--- src/inc/brc_pkg.sv ---
package brc_pkg;
  // ------------------------------------------------------------
  // register map
  // ------------------------------------------------------------
  localparam logic [7:0] BRC_ADDR_RAIL_ONE_SEL = 8'h00;
  localparam logic [7:0] BRC_ADDR_RAIL_TWO_SEL = 8'h01;
  localparam logic [7:0] BRC_ADDR_RAIL_TWO_COMMAND = 8'h03;
  localparam logic [7:0] BRC_ADDR_SYSTEM_HEALTH_FLAGS = 8'h04;
  localparam logic [7:0] BRC_RAIL_TWO_COMMAND_RESET = 8'h00;
  localparam logic [7:0] BRC_SEL_RESET = 8'h00;
  localparam logic [7:0] BRC_COMMAND_WRITE_MASK = 8'h7f;
  localparam logic [6:0] BRC_DEVICE_ADDR = 7'h60;
  // ------------------------------------------------------------
  // field positions
  // ------------------------------------------------------------
  localparam int BRC_SLEW_LSB = 4;
  localparam int BRC_DISCHARGE_BIT = 3;
  localparam int BRC_LIGHT_LOAD_LSB = 1;
  localparam int BRC_OFF_BIT = 0;
  localparam int BRC_GO_BIT = 7;
  localparam int BRC_OVERTEMP_BIT = 2;
  localparam int BRC_RAIL_TWO_FLAG_BIT = 1;
  localparam int BRC_RAIL_ONE_FLAG_BIT = 0;
  // ------------------------------------------------------------
  // encodings and voltage map
  // ------------------------------------------------------------
  localparam logic [1:0] BRC_LL_PIN = 2'b00;
  localparam logic [1:0] BRC_LL_FORCED = 2'b01;
  localparam logic [1:0] BRC_LL_AUTO = 2'b10;
  localparam int BRC_VOLT_BASE_MV = 680;
  localparam int BRC_VOLT_STEP_MV = 10;
  typedef enum logic [1:0] {BRC_IDLE, BRC_DEV, BRC_REG, BRC_DATA} brc_state_t;
endpackage

--- src/verilog/brc_regs.sv ---
`timescale 1ns/1ps
module brc_regs
  import brc_pkg::*;
(
  input wire logic sys_clk,
  input wire logic resetn,
  input wire logic scl_in,
  input wire logic sda_in,
  output logic sda_out,
  output logic sda_oe,
  input wire logic switch_tick,
  input wire logic mode_pin,
  input wire logic overtemp_in,
  input wire logic rail_one_regulation_in,
  input wire logic rail_two_regulation_in,
  output logic [2:0] slew_code,
  output logic soft_discharge_en,
  output logic forced_fixed_freq,
  output logic rail_two_off,
  output logic rail_two_use_code,
  output logic [10:0] rail_two_target_mv,
  output logic [10:0] rail_two_code_mv
);
  // ------------------------------------------------------------
  // pin synchronisers
  // ------------------------------------------------------------
  logic [4:0] sync_a;
  logic [4:0] sync_b;
  logic scl_prev;
  logic sda_prev;
  always_ff @(posedge sys_clk) begin
    if (!resetn) begin
      sync_a <= 5'h1f;
      sync_b <= 5'h1f;
      scl_prev <= 1'b1;
      sda_prev <= 1'b1;
    end else begin
      sync_a <= {scl_in, sda_in, overtemp_in, rail_one_regulation_in, rail_two_regulation_in};
      sync_b <= sync_a;
      scl_prev <= sync_b[4];
      sda_prev <= sync_b[3];
    end
  end
  wire scl_s = sync_b[4];
  wire sda_s = sync_b[3];
  wire scl_rise = scl_s && !scl_prev;
  wire scl_fall = !scl_s && scl_prev;
  wire start_cond = scl_s && scl_prev && sda_prev && !sda_s;
  wire stop_cond = scl_s && scl_prev && !sda_prev && sda_s;

  // ------------------------------------------------------------
  // serial write engine
  // ------------------------------------------------------------
  brc_state_t state;
  logic [7:0] shift;
  logic [3:0] bit_cnt;
  logic [7:0] reg_addr;
  logic ack_phase;
  logic [7:0] command;
  logic [7:0] sel_one;
  logic [7:0] sel_two;
  wire byte_done = scl_rise && (bit_cnt == 4'd7) && !ack_phase;
  wire [7:0] byte_val = {shift[6:0], sda_s};
  wire dev_match = byte_val[7:1] == BRC_DEVICE_ADDR;
  wire data_write = byte_done && (state == BRC_DATA);
  wire wr_cmd = data_write && (reg_addr == BRC_ADDR_RAIL_TWO_COMMAND);
  wire wr_sel1 = data_write && (reg_addr == BRC_ADDR_RAIL_ONE_SEL);
  wire wr_sel2 = data_write && (reg_addr == BRC_ADDR_RAIL_TWO_SEL);
  // acknowledge each byte taken; a foreign address is left alone
  wire take_ack = byte_done && (state != BRC_IDLE) && ((state != BRC_DEV) || dev_match);

  always_ff @(posedge sys_clk) begin
    if (!resetn) begin
      state <= BRC_IDLE;
      shift <= 8'h00;
      bit_cnt <= 4'h0;
      reg_addr <= 8'h00;
      ack_phase <= 1'b0;
      sda_oe <= 1'b0;
    end else if (start_cond) begin
      state <= BRC_DEV;
      bit_cnt <= 4'h0;
      ack_phase <= 1'b0;
      sda_oe <= 1'b0;
    end else if (stop_cond) begin
      state <= BRC_IDLE;
      sda_oe <= 1'b0;
    end else begin
      if (scl_rise && !ack_phase) begin
        shift <= byte_val;
        bit_cnt <= bit_cnt + 4'd1;
      end
      if (byte_done) begin
        bit_cnt <= 4'h0;
        ack_phase <= take_ack;
        unique case (state)
          BRC_DEV: state <= dev_match && !byte_val[0] ? BRC_REG : BRC_IDLE;
          BRC_REG: begin
            reg_addr <= byte_val;
            state <= BRC_DATA;
          end
          BRC_DATA: reg_addr <= reg_addr + 8'd1;
          BRC_IDLE: state <= BRC_IDLE;
        endcase
      end
      if (scl_fall && ack_phase && !sda_oe) begin
        sda_oe <= 1'b1;
      end else if (scl_fall && sda_oe) begin
        sda_oe <= 1'b0;
        ack_phase <= 1'b0;
      end
    end
  end
  assign sda_out = 1'b0;

  // ------------------------------------------------------------
  // registers
  // ------------------------------------------------------------
  always_ff @(posedge sys_clk) begin
    if (!resetn) begin
      command <= BRC_RAIL_TWO_COMMAND_RESET;
      sel_one <= BRC_SEL_RESET;
      sel_two <= BRC_SEL_RESET;
    end else begin
      if (wr_cmd) begin
        command <= byte_val & BRC_COMMAND_WRITE_MASK;
      end
      if (wr_sel1) begin
        sel_one <= byte_val;
      end
      if (wr_sel2) begin
        sel_two <= byte_val;
      end
    end
  end

  // status is live: it mirrors the sensed conditions, reserved bits zero
  logic [7:0] health_flags;
  assign health_flags = {5'b0_0000, sync_b[2], !sync_b[0], !sync_b[1]};

  assign slew_code = command[BRC_SLEW_LSB +: 3];
  assign soft_discharge_en = command[BRC_DISCHARGE_BIT];
  assign rail_two_off = command[BRC_OFF_BIT];
  wire [1:0] ll_code = command[BRC_LIGHT_LOAD_LSB +: 2];
  // reserved code 11 falls back to the pin rather than guessing a mode
  assign forced_fixed_freq = (ll_code == BRC_LL_FORCED) ||
                             ((ll_code != BRC_LL_AUTO) && mode_pin);
  assign rail_two_use_code = sel_two[BRC_GO_BIT];

  // ------------------------------------------------------------
  // voltage map and slew stepping
  // ------------------------------------------------------------
  wire [10:0] code_mv = 11'(BRC_VOLT_BASE_MV) + 11'(sel_two[6:0]) * 11'(BRC_VOLT_STEP_MV);
  logic [7:0] tick_cnt;
  logic [10:0] target;
  wire [7:0] tick_limit = 8'(8'h01 << slew_code) - 8'h01;
  wire step_now = switch_tick && (tick_cnt >= tick_limit);
  always_ff @(posedge sys_clk) begin
    if (!resetn) begin
      tick_cnt <= 8'h00;
      target <= 11'(BRC_VOLT_BASE_MV);
      rail_two_code_mv <= 11'(BRC_VOLT_BASE_MV);
    end else begin
      rail_two_code_mv <= code_mv;
      if (!rail_two_use_code || target == code_mv) begin
        tick_cnt <= 8'h00;
        target <= rail_two_use_code ? target : code_mv;
      end else if (step_now) begin
        tick_cnt <= 8'h00;
        target <= target < code_mv ? target + 11'(BRC_VOLT_STEP_MV)
                                   : target - 11'(BRC_VOLT_STEP_MV);
      end else if (switch_tick) begin
        tick_cnt <= tick_cnt + 8'h01;
      end
    end
  end
  assign rail_two_target_mv = target;
  logic unused_status;
  assign unused_status = |{health_flags, sel_one};
endmodule

--- config.mk ---
export PLATFORM = sky130hd
export DESIGN_NAME = brc_regs
export DESIGN_NICKNAME = d
export VERILOG_FILES = /design/src/inc/brc_pkg.sv /design/src/verilog/brc_regs.sv
export SDC_FILE = /design/constraint.sdc
export NUM_CORES = 1
export LEC_CHECK = 0
export BUFFER_PORTS_ARGS = -buffer_cell sky130_fd_sc_hd__buf_2
export CAP_MARGIN = 20
export CORE_MARGIN = 2
export CORE_UTILIZATION = 64
export CTS_CLUSTER_DIAMETER = 40
export DETAILED_ROUTE_END_ITERATION = 16
export GPL_ROUTABILITY_DRIVEN = 0
export GPL_TIMING_DRIVEN = 1
export HOLD_SLACK_MARGIN = 0.05
export PLACE_DENSITY = 0.94
export SYNTH_ARGS = -nofsm -noshare
export SYNTH_HDL_FRONTEND = slang
export SYNTH_SLANG_ARGS = --single-unit
--- constraint.sdc ---
create_clock -name sys_clk -period 14.3 [get_ports sys_clk]
set_input_delay 4.29 -clock sys_clk [delete_from_list [all_inputs] [get_ports sys_clk]]
set_output_delay 4.29 -clock sys_clk [all_outputs]
set_load 0.01 [all_outputs]
# --- Yosys cells after proc, flatten, opt, wreduce, memory -nomap -nowiden ---
# Cells that the tools add are included.
op_classes:
  n_shift: 1
  n_addsub: 7
  n_eq_ne: 12
  reduce_logical: 49
  bitwise: 3
  mul: 1
  n_lt_le_gt_ge: 2
  muxes: 17
ops:
  columns: ["operator", "n"]
  rows:
  - ["11-bit 2-to-1 mux", 4]
  - ["1-bit logical AND", 21]
  - ["8-bit by 1-bit adder with 8-bit output, second input constant", 2]
  - ["8-bit case mux with 2 select lines", 1]
  - ["10-bit by 11-bit adder with 11-bit output, first input constant", 1]
  - ["11-bit by 4-bit adder with 11-bit output, second input constant", 1]
  - ["11-bit == test", 1]
  - ["11-bit less-than comparator", 1]
  - ["11-bit by 4-bit subtractor with 11-bit output, second input constant", 1]
  - ["7-bit by 3-bit multiplier with 10-bit output, second input constant", 1]
  - ["2-bit nonzero test", 5]
  - ["8-bit by 1-bit == test with 1-bit output, second input constant", 1]
  - ["8-bit by 2-bit == test with 1-bit output, second input constant", 1]
  - ["8-bit greater-or-equal comparator", 1]
  - ["1-bit 2-to-1 mux", 8]
  - ["4-bit 2-to-1 mux", 2]
  - ["2-bit AND reduction", 4]
  - ["1-bit by 3-bit left shift with 8-bit output, first input constant", 1]
  - ["8-bit by 1-bit subtractor with 8-bit output, second input constant", 1]
  - ["7-bit == test, second input constant", 1]
  - ["1-bit zero test", 7]
  - ["2-bit case mux with 3 select lines", 1]
  - ["3-bit nonzero test", 2]
  - ["3-bit OR reduction", 2]
  - ["other kinds (14)", 21]
totals:
  ff_bits: 80
  in_bits: 9
  wordCells: 108

# --- Logic depth before layout (Yosys ltp) ---
# Gate-level depths: netlist (run 1).
logic_depth:
  depth_word: 9
  ltp_mapped: 23
  ltp_nobuf: 23

# --- Worst setup path after synthesis (run 1) ---
# No wires, ideal clock.
synth_timing:
  path_kind: "input to output"
  from: "in mode_pin"
  to: "out forced_fixed_freq"
  path_buffers: 0
  cell_stages: 1
  slack_ns: 5.334
  arrival_time_ns: 4.676
  t_required_ns: 10.010
  cell_sequence: "maj3_1"
synth_between:
  elab_chain_cells: 2
synth_lines:
  columns: ["element", "line", "text"]
  rows:
  - ["start: declaration", "brc_regs.sv:12", "input wire logic mode_pin,"]
  - ["1-bit logical AND", "brc_regs.sv:147", "((ll_code != BRC_LL_AUTO) && mode_pin);"]
  - ["1-bit logical OR", "brc_regs.sv:146", "assign forced_fixed_freq = (ll_code == BRC_LL_FORCED) ||"]
  - ["end: declaration", "brc_regs.sv:18", "output logic forced_fixed_freq,"]
# Every way passes these cells.

# --- Worst setup path after layout (run 1) ---
# Ends and elaborated chain as after synthesis.

==> impl_summary.txt, run 1 <==
----------------------------------------------------
[Outcome]
  Outcome ... completed

[Setup path]
  Worst Setup End Kind ... output port
  Register-to-Register Setup Slack ... 8160 ps
  Critical Path Fanout Max ... 1
  Crit path arrival time ... 4860 ps
  Cell Chain, Critical Path ... buf_2 -> maj3_1 -> buf_2
  Number of cells on the worst reg-to-reg path ... 22
  Slowest stage delay, CP ... between 300 and 400 ps
  CP required ... 10,010 ps
  CP Class ... in2out
  CP Launch Type ... primary input
  Most numerous cell on the critical path ... sky130_fd_sc_hd__buf_2
  Library cell contributing the largest single delay on the critical path ... sky130_fd_sc_hd__maj3_1

[Clock network]
  Total number of clock tree sinks ... just over 70
  Clk root buf ... sky130_fd_sc_hd__clkbuf_8
  Total number of H-tree levels ... 3
  Count of hold buffers inserted by post-cts repair ... 0
  Deepest clock path buffer count ... 2
  CTS tree ... yes
  Post-CTS clock slew at the launch and capture registers of the worst setup and hold paths ... 80 ps
  Total CTS buffers ... 9
  Clock latency of the later-clocked register in the worst-skew pair ... 350 ps
  Number of setup buffers added after CTS ... 0
  CTS resizes ... 0

[Global routing]
  Final global-route overflow total ... 0
  Vias in the first global route ... roughly 3,600
  Wire length of the first global-routing pass ... approximately 16 mm
  Number of antenna violations at the first check in global routing ... 0
  Maximum number of pins on one net before global-route repair ... 33
  GRT Overall Usage ... 27.1%

[Synth]
  Portion of netlist area occupied by mux cells ... around 4.6%
  Cell type with the highest aggregate area in the netlist ... sky130_fd_sc_hd__dfxtp_1
  Top FF cell, synth ... sky130_fd_sc_hd__dfxtp_1
  Fraction of synthesized cell area taken by the top area cell type ... approximately a third
  Number of enable flip-flop cells after synthesis ... 0
  Part of the Yosys area used for sequential elements ... 33.0%
  Area of the mapped netlist ... 4360 sq um
  Mean post-synth cell area ... 8.42 sq um
  Number of storage elements in the synthesis netlist ... 72
  Cell variety after synth ... 64
  Synth top cells by count ... sky130_fd_sc_hd__dfxtp_1 (72), sky130_fd_sc_hd__nor2_1 (69), sky130_fd_sc_hd__nand2_1 (54)
  Synthesized-area fraction occupied by adder cells ... 12.9%
  Combinational family with the most area after synthesis ... simple AND/OR/NAND/NOR gates
  Synth Area in Compound Gates ... between 10% and 20%
  Total number of yosys warnings ... 0
  Count of mapped cells out of synthesis ... 518
  Synthesized-area fraction occupied by xor and xnor cells ... 5.42%
  Most common cell in the netlist ... sky130_fd_sc_hd__dfxtp_1
  Area contributors post-synth ... sky130_fd_sc_hd__dfxtp_1 (33%), sky130_fd_sc_hd__ha_1 (12%), sky130_fd_sc_hd__nor2_1 (5.9%)
  Async set or reset register ratio after synthesis ... 0%
  Area share of and/or/nand/nor cells after synthesis ... 21.2%

[Detailed routing]
  Initial detailed-routing violation count ... roughly 400
  DR WL/cell ... 15.9 microns
  ANT nets after route ... 0
  Number of DRC violations after detailed routing ... 0
  Number of optimization iterations in the first detailed-route pass ... 5
  WL final ... around 9.9 mm
  Vias per cell ... 6.17
  Vias ... roughly 3,900

[STA]
  Final Cycle Share ... 64.0%
  Tightest slew margin relative to the limit ... approximately 55%
  TNS Setup ... 0 ps
  Final Setup Violations ... 0
  Final critical path time including I/O delays and setup ... approximately 9200 ps
  RSZ-0062 raised after global routing ... no
  Max Clock Skew ... 9.73 ps
  Setup WS post-layout ... 5150 ps
  Worst Max-Slew Pin Slew ... 668 ps
  Final Max Slew Viols ... 0
  Final Hold Violating Endpoints ... 0
  Fmax ... 109 MHz

[Worst hold path]
  Number of stages on the worst hold path ... 1
  Type of the most critical hold path ... reg2reg

[Die]
  Overall die width ... ~87 microns
  Initial core utilization ... 65.3%
  Floorplan row count ... 30
  Area enclosed by the die boundary ... 7490 sq um
  Core area ... 6680 sq um
  DIE HEIGHT ... 86.6 microns
  IO Pins ... 40

[Job]
  Max capacitance violation total ... 0

[Layout]
  Count of fill cells added during filler insertion ... 482
  Area used by sequential logic in the layout ... 1440 sq um
  Final cell utilization of the core ... a little under three quarters
  Final Net Count ... 592
  Number of diodes added for antenna fixing ... 0
  Total area of multi-input combinational cells ... between 2000 and 3000 sq um
  Relative area change from synthesis to final layout ... 9.47%
  Proportion of layout cells with a drive suffix above 1 ... around an eighth
  Non-Filler Cell Area, Final ... ~4800 sq um

[Power and ir drop]
  Leakage power summed over all cells ... 0.00205 uW
  Worst ir drop on vdd ... 0.0000431 V
  Power density normalized to cell area ... between 80 and 90 nW/um^2

[Place]
  Post-place instance area ... 4540 sq um
  DP HPWL ... just under 7 mm
  Number of buffers inserted by port buffering ... 33
  Worst slack, placed ... 5140 ps

----------------------------------------------------
-- layout by cell type, fill, tap and decap left out, types with 4 or more instances in the layout --
| master | instances |
|---|---|
| sky130_fd_sc_hd__ha_1 | 41 |
| sky130_fd_sc_hd__nand4_1 | 8 |
| sky130_fd_sc_hd__a22o_1 | 4 |
| sky130_fd_sc_hd__clkbuf_8 | 9 |
| sky130_fd_sc_hd__nor3_1 | 9 |
| sky130_fd_sc_hd__conb_1 | 4 |
| sky130_fd_sc_hd__xnor2_1 | 19 |
| sky130_fd_sc_hd__nor2_1 | 69 |
| sky130_fd_sc_hd__nand2b_1 | 12 |
| sky130_fd_sc_hd__a21oi_1 | 37 |
| sky130_fd_sc_hd__nand3_1 | 13 |
| sky130_fd_sc_hd__buf_2 | 33 |
| sky130_fd_sc_hd__a21o_1 | 6 |
| sky130_fd_sc_hd__a211oi_1 | 7 |
| sky130_fd_sc_hd__a31oi_1 | 7 |
| sky130_fd_sc_hd__nand2_1 | 54 |
| sky130_fd_sc_hd__o21ai_0 | 21 |
| sky130_fd_sc_hd__xor2_1 | 8 |
| sky130_fd_sc_hd__inv_1 | 18 |
| sky130_fd_sc_hd__mux2i_1 | 20 |
| sky130_fd_sc_hd__dfxtp_1 | 72 |
| sky130_fd_sc_hd__a211o_1 | 4 |
| sky130_fd_sc_hd__o211ai_1 | 6 |
-- per-stage QoR --
stage | hold slack (ps) | total power, uW | std cells
after floorplan | 386 | 214 | 520
after global placement | 403 | 215 | 608
after detailed placement | 399 | 216 | 609
after CTS | 423 | 406 | 625
after global routing | 439 | 414 | 625
final | 418 | 405 | 625
-- kinds of logic after synthesis --
logic type / count (synthesis)
simple gates: 192
buf+inv: 43
fa+ha+maj: 44
xor+xnor: 27
mux: 20
compound gates: 118
other cells: 2
flops: 72
-- final cells by class --
cell class / instances / share of cell area [%]
flip-flops and latches: 72 / 30.2
inverters: 18 / 1.42
clock inverters: 5 / 2.20
multi-input cells: 405 / 57.3
clock buffers: 11 / 2.75
well taps: 80 / 2.10
repair buffers: 34 / 4.04
-- worst paths after layout --
kind         startpoint                endpoint
max            mode_pin       forced_fixed_freq
min           sync_a[4]               sync_b[4]
max reg2reg  sel_two[1]  rail_two_target_mv[10]
min reg2reg   sync_a[4]               sync_b[4]
-- worst max-delay path, delay by kind of cell --
family	cells	cell delay, ps
buf+inv	2	240
fa+ha+maj	1	330
-- power by group --
| part | switching, uW | leakage, uW | total [uW] | internal, uW |
|---|---|---|---|---|
| clock network | 77.5 | 0.000110 | 194 | 116 |
| logic | 6.20 | 0.00136 | 9.33 | 3.12 |
| registers | 1.07 | 0.000581 | 202 | 201 |
| total | 84.8 | 0.00205 | 405 | 320 |
-- per-layer routing --
layer	share of wire (%)	vias to the layer above	routed length, microns	GRT usage (%)
li1	-	1857	-	-
met1	43	1813	4290	33.2
met2	49	156	4820	45.9
met3	5.1	33	508	4.95
met4	3.0	0	296	12.9
met5	0	-	0	0
-- registers in the layout, indices dropped and copies added, names as in the netlist, 4 cells and up --
name / count
bit_cnt: 4
command: 7
rail_two_code_mv: 10
rail_two_target_mv: 10
reg_addr: 8
sel_two: 8
shift: 7
tick_cnt: 8
(Power assumes the default switching activity.)
==> inputs of run 2 (changes only) <==
--- a/config.mk
+++ b/config.mk
@@ -8,13 +8,13 @@
 export BUFFER_PORTS_ARGS = -buffer_cell sky130_fd_sc_hd__buf_2
 export CAP_MARGIN = 20
 export CORE_MARGIN = 2
-export CORE_UTILIZATION = 64
+export CORE_UTILIZATION = 54
 export CTS_CLUSTER_DIAMETER = 40
 export DETAILED_ROUTE_END_ITERATION = 16
 export GPL_ROUTABILITY_DRIVEN = 0
 export GPL_TIMING_DRIVEN = 1
 export HOLD_SLACK_MARGIN = 0.05
-export PLACE_DENSITY = 0.94
+export PLACE_DENSITY = 0.85
 export SYNTH_ARGS = -nofsm -noshare
 export SYNTH_HDL_FRONTEND = slang
 export SYNTH_SLANG_ARGS = --single-unit
==> constraint.sdc (replaced) <==
create_clock -name sys_clk -period 8 [get_ports sys_clk]
set_input_delay 2.4 -clock sys_clk [delete_from_list [all_inputs] [get_ports sys_clk]]
set_output_delay 2.4 -clock sys_clk [all_outputs]
set_load 0.01 [all_outputs]
==> run 2 against run 1 <==
Compared with the run above: global-route usage shrank 4.2 points; via count shrank 1.7%; combinational power grew 66%; register-to-register slack lost 6100 ps; count of clock-buffer cells in the layout grew 1; core utilization shrank 11 points; sequential share of layout area grew 0.42 points; non-clock buffer count is the same; hold slack lost 4.5 ps; sequential cell count is the same; final cell count grew 3.4%.
==> impl_summary.txt, run 2 (synthesis gave the netlist of run 1 again) <==
----------------------------------------------------
[Die]
  Overall die width ... 93.9 microns
  DIE HEIGHT ... 93.9 microns
  Initial core utilization ... 56.2%
  Area enclosed by the die boundary ... 8810 sq um
  Floorplan row count ... 32
  IO Pins ... 40
  Core area ... 7770 sq um

[Setup path]
  Origin of the critical flop-to-flop path ... sel_two[1]
  Register-to-Register Setup Slack ... ~2100 ps
  Crit path arrival time ... 6200 ps
  CP Class ... reg2reg
  CP Launch Type ... flop
  Critical Path Fanout Max ... 8
  Number of cells on the worst reg-to-reg path ... 22
  CP required ... ~8300 ps
  Worst R2R End ... rail_two_target_mv[10]
  Worst Setup End Kind ... flop

[Worst hold path]
  Origin of the worst min-delay path ... sync_a[4]
  Destination of the worst hold path ... sync_b[4]
  Number of stages on the worst hold path ... 1
  Type of the most critical hold path ... reg2reg

[Clock network]
  Clock latency of the later-clocked register in the worst-skew pair ... 350 ps
  Number of setup buffers added after CTS ... 0
  CTS tree ... yes
  Deepest clock path buffer count ... 2
  Clk root buf ... sky130_fd_sc_hd__clkbuf_8
  Total number of clock tree sinks ... 72
  Total CTS buffers ... 9
  CTS resizes ... 0
  Total number of H-tree levels ... 3
  Post-CTS clock slew at the launch and capture registers of the worst setup and hold paths ... 70 ps
  Count of hold buffers inserted by post-cts repair ... 0

[Layout]
  Proportion of layout cells with a drive suffix above 1 ... 11.8%
  Non-Filler Instances ... 646
  Final Net Count ... just under 600
  Most frequent cells in the layout ... sky130_fd_sc_hd__dfxtp_1 (72), sky130_fd_sc_hd__nor2_1 (69), sky130_fd_sc_hd__nand2_1 (54), sky130_fd_sc_hd__ha_1 (41), sky130_fd_sc_hd__a21oi_1 (37)
  Relative area change from synthesis to final layout ... 7.97%
  Final cell utilization of the core ... 60.6%
  Number of diodes added for antenna fixing ... 0
  Leading cell type in the layout, fill and taps excluded ... sky130_fd_sc_hd__dfxtp_1

[Detailed routing]
  Number of DRC violations after detailed routing ... 0
  Number of optimization iterations in the first detailed-route pass ... 5
  ANT nets after route ... 0
  Initial detailed-routing violation count ... 235
  WL final ... 9.78 mm
  Vias per cell ... about 5.9
  DR WL/cell ... around 15 microns
  Vias ... 3,794

[STA]
  Worst Max-Slew Pin Slew ... 704 ps
  TNS Setup ... 0 ps
  Tightest slew margin relative to the limit ... 52.8%
  Fmax ... about 170 MHz
  RSZ-0062 raised after global routing ... no
  Final Setup Violations ... 0
  Final Cycle Share ... 74.2%
  Final Hold Violating Endpoints ... 0
  Max Clock Skew ... 8.72 ps
  Final Max Slew Viols ... 0
  Final critical path time including I/O delays and setup ... 5930 ps

[Global routing]
  Final global-route overflow total ... 0
  Number of antenna violations at the first check in global routing ... 0
  GRT Overall Usage ... 22.9%
  Wire length of the first global-routing pass ... 16.2 mm
  Vias in the first global route ... 3,506
  Maximum number of pins on one net before global-route repair ... 41

[Power and ir drop]
  Worst ir drop on vdd ... 0.0000748 V
  Pwr Total ... 630 uW
  Power density normalized to cell area ... 134 nW/um^2
  Leakage power summed over all cells ... 0.00202 uW

[Outcome]
  Outcome ... completed

[Place]
  DP HPWL ... 7.14 mm
  Number of buffers inserted by port buffering ... 33
  Number of placed instances, taps included ... ~630

[Job]
  Max capacitance violation total ... 0

----------------------------------------------------
-- run 2: where the power goes --
part	switching, uW	total, uW	internal [uW]
clock	133	253	119
combinational	10.9	15.5	4.58
sequential	1.92	362	360
-- run 2: how the worst max path moves through the flow --
stage,start,end
6_report,sel_two[1],rail_two_target_mv[10]
5_1_grt,sel_two[0],rail_two_target_mv[10]
4_1_cts,sel_two[1],rail_two_target_mv[10]
3_5_place_dp,sel_two[1],rail_two_target_mv[10]
3_3_place_gp,sel_two[1],rail_two_target_mv[10]
2_1_floorplan,mode_pin,forced_fixed_freq
-- run 2: area by class of cell --
cell class | count | area, sq um
fillers | 664 | 3060
multi-input cells | 405 | 2740
flip-flops and latches | 72 | 1440
repair buffers | 34 | 173
clock buffers | 12 | 145
well taps | 102 | 128
inverters | 18 | 67.6
clock inverters | 3 | 18.8
-- run 2: critical path: stages, from the launching register on --
cell	delay, ps
sky130_fd_sc_hd__dfxtp_1	350
sky130_fd_sc_hd__ha_1	280
sky130_fd_sc_hd__ha_1	160
sky130_fd_sc_hd__inv_1	50
sky130_fd_sc_hd__fa_1	550
sky130_fd_sc_hd__a21boi_0	280
sky130_fd_sc_hd__nand2b_1	240
sky130_fd_sc_hd__nand2_1	120
sky130_fd_sc_hd__and4_1	210
sky130_fd_sc_hd__a221o_1	380
sky130_fd_sc_hd__ha_1	320
sky130_fd_sc_hd__nand3_1	100
sky130_fd_sc_hd__a311oi_1	60
sky130_fd_sc_hd__a211oi_1	480
sky130_fd_sc_hd__inv_1	300
sky130_fd_sc_hd__ha_1	370
sky130_fd_sc_hd__a211oi_1	340
sky130_fd_sc_hd__o21bai_1	180
sky130_fd_sc_hd__o41ai_2	390
sky130_fd_sc_hd__mux2i_1	300
sky130_fd_sc_hd__xnor2_1	140
sky130_fd_sc_hd__mux2i_1	90
sky130_fd_sc_hd__o22ai_1	170
-- run 2: stage by stage --
| stage | setup WS, ps | hold slack [ps] | area, sq um |
|---|---|---|---|
| floorplan | 2810 | 386 | 4370 |
| global placement | 2320 | 396 | 4550 |
| detailed placement | 2160 | 403 | 4550 |
| CTS | 2130 | 419 | 4710 |
| global route | 1670 | 444 | 4710 |
| finish | 2070 | 414 | 4710 |
-- run 2: routing by layer --
| metal | routed length (microns) | GRT usage [%] | vias up |
|---|---|---|---|
| met5 | 0 | 0 | - |
| met1 | 4260 | 28.4 | 1781 |
| met2 | 4840 | 39.1 | 121 |
| met4 | 208 | 8.70 | 0 |
| met3 | 472 | 4.49 | 23 |
| li1 | - | - | 1869 |
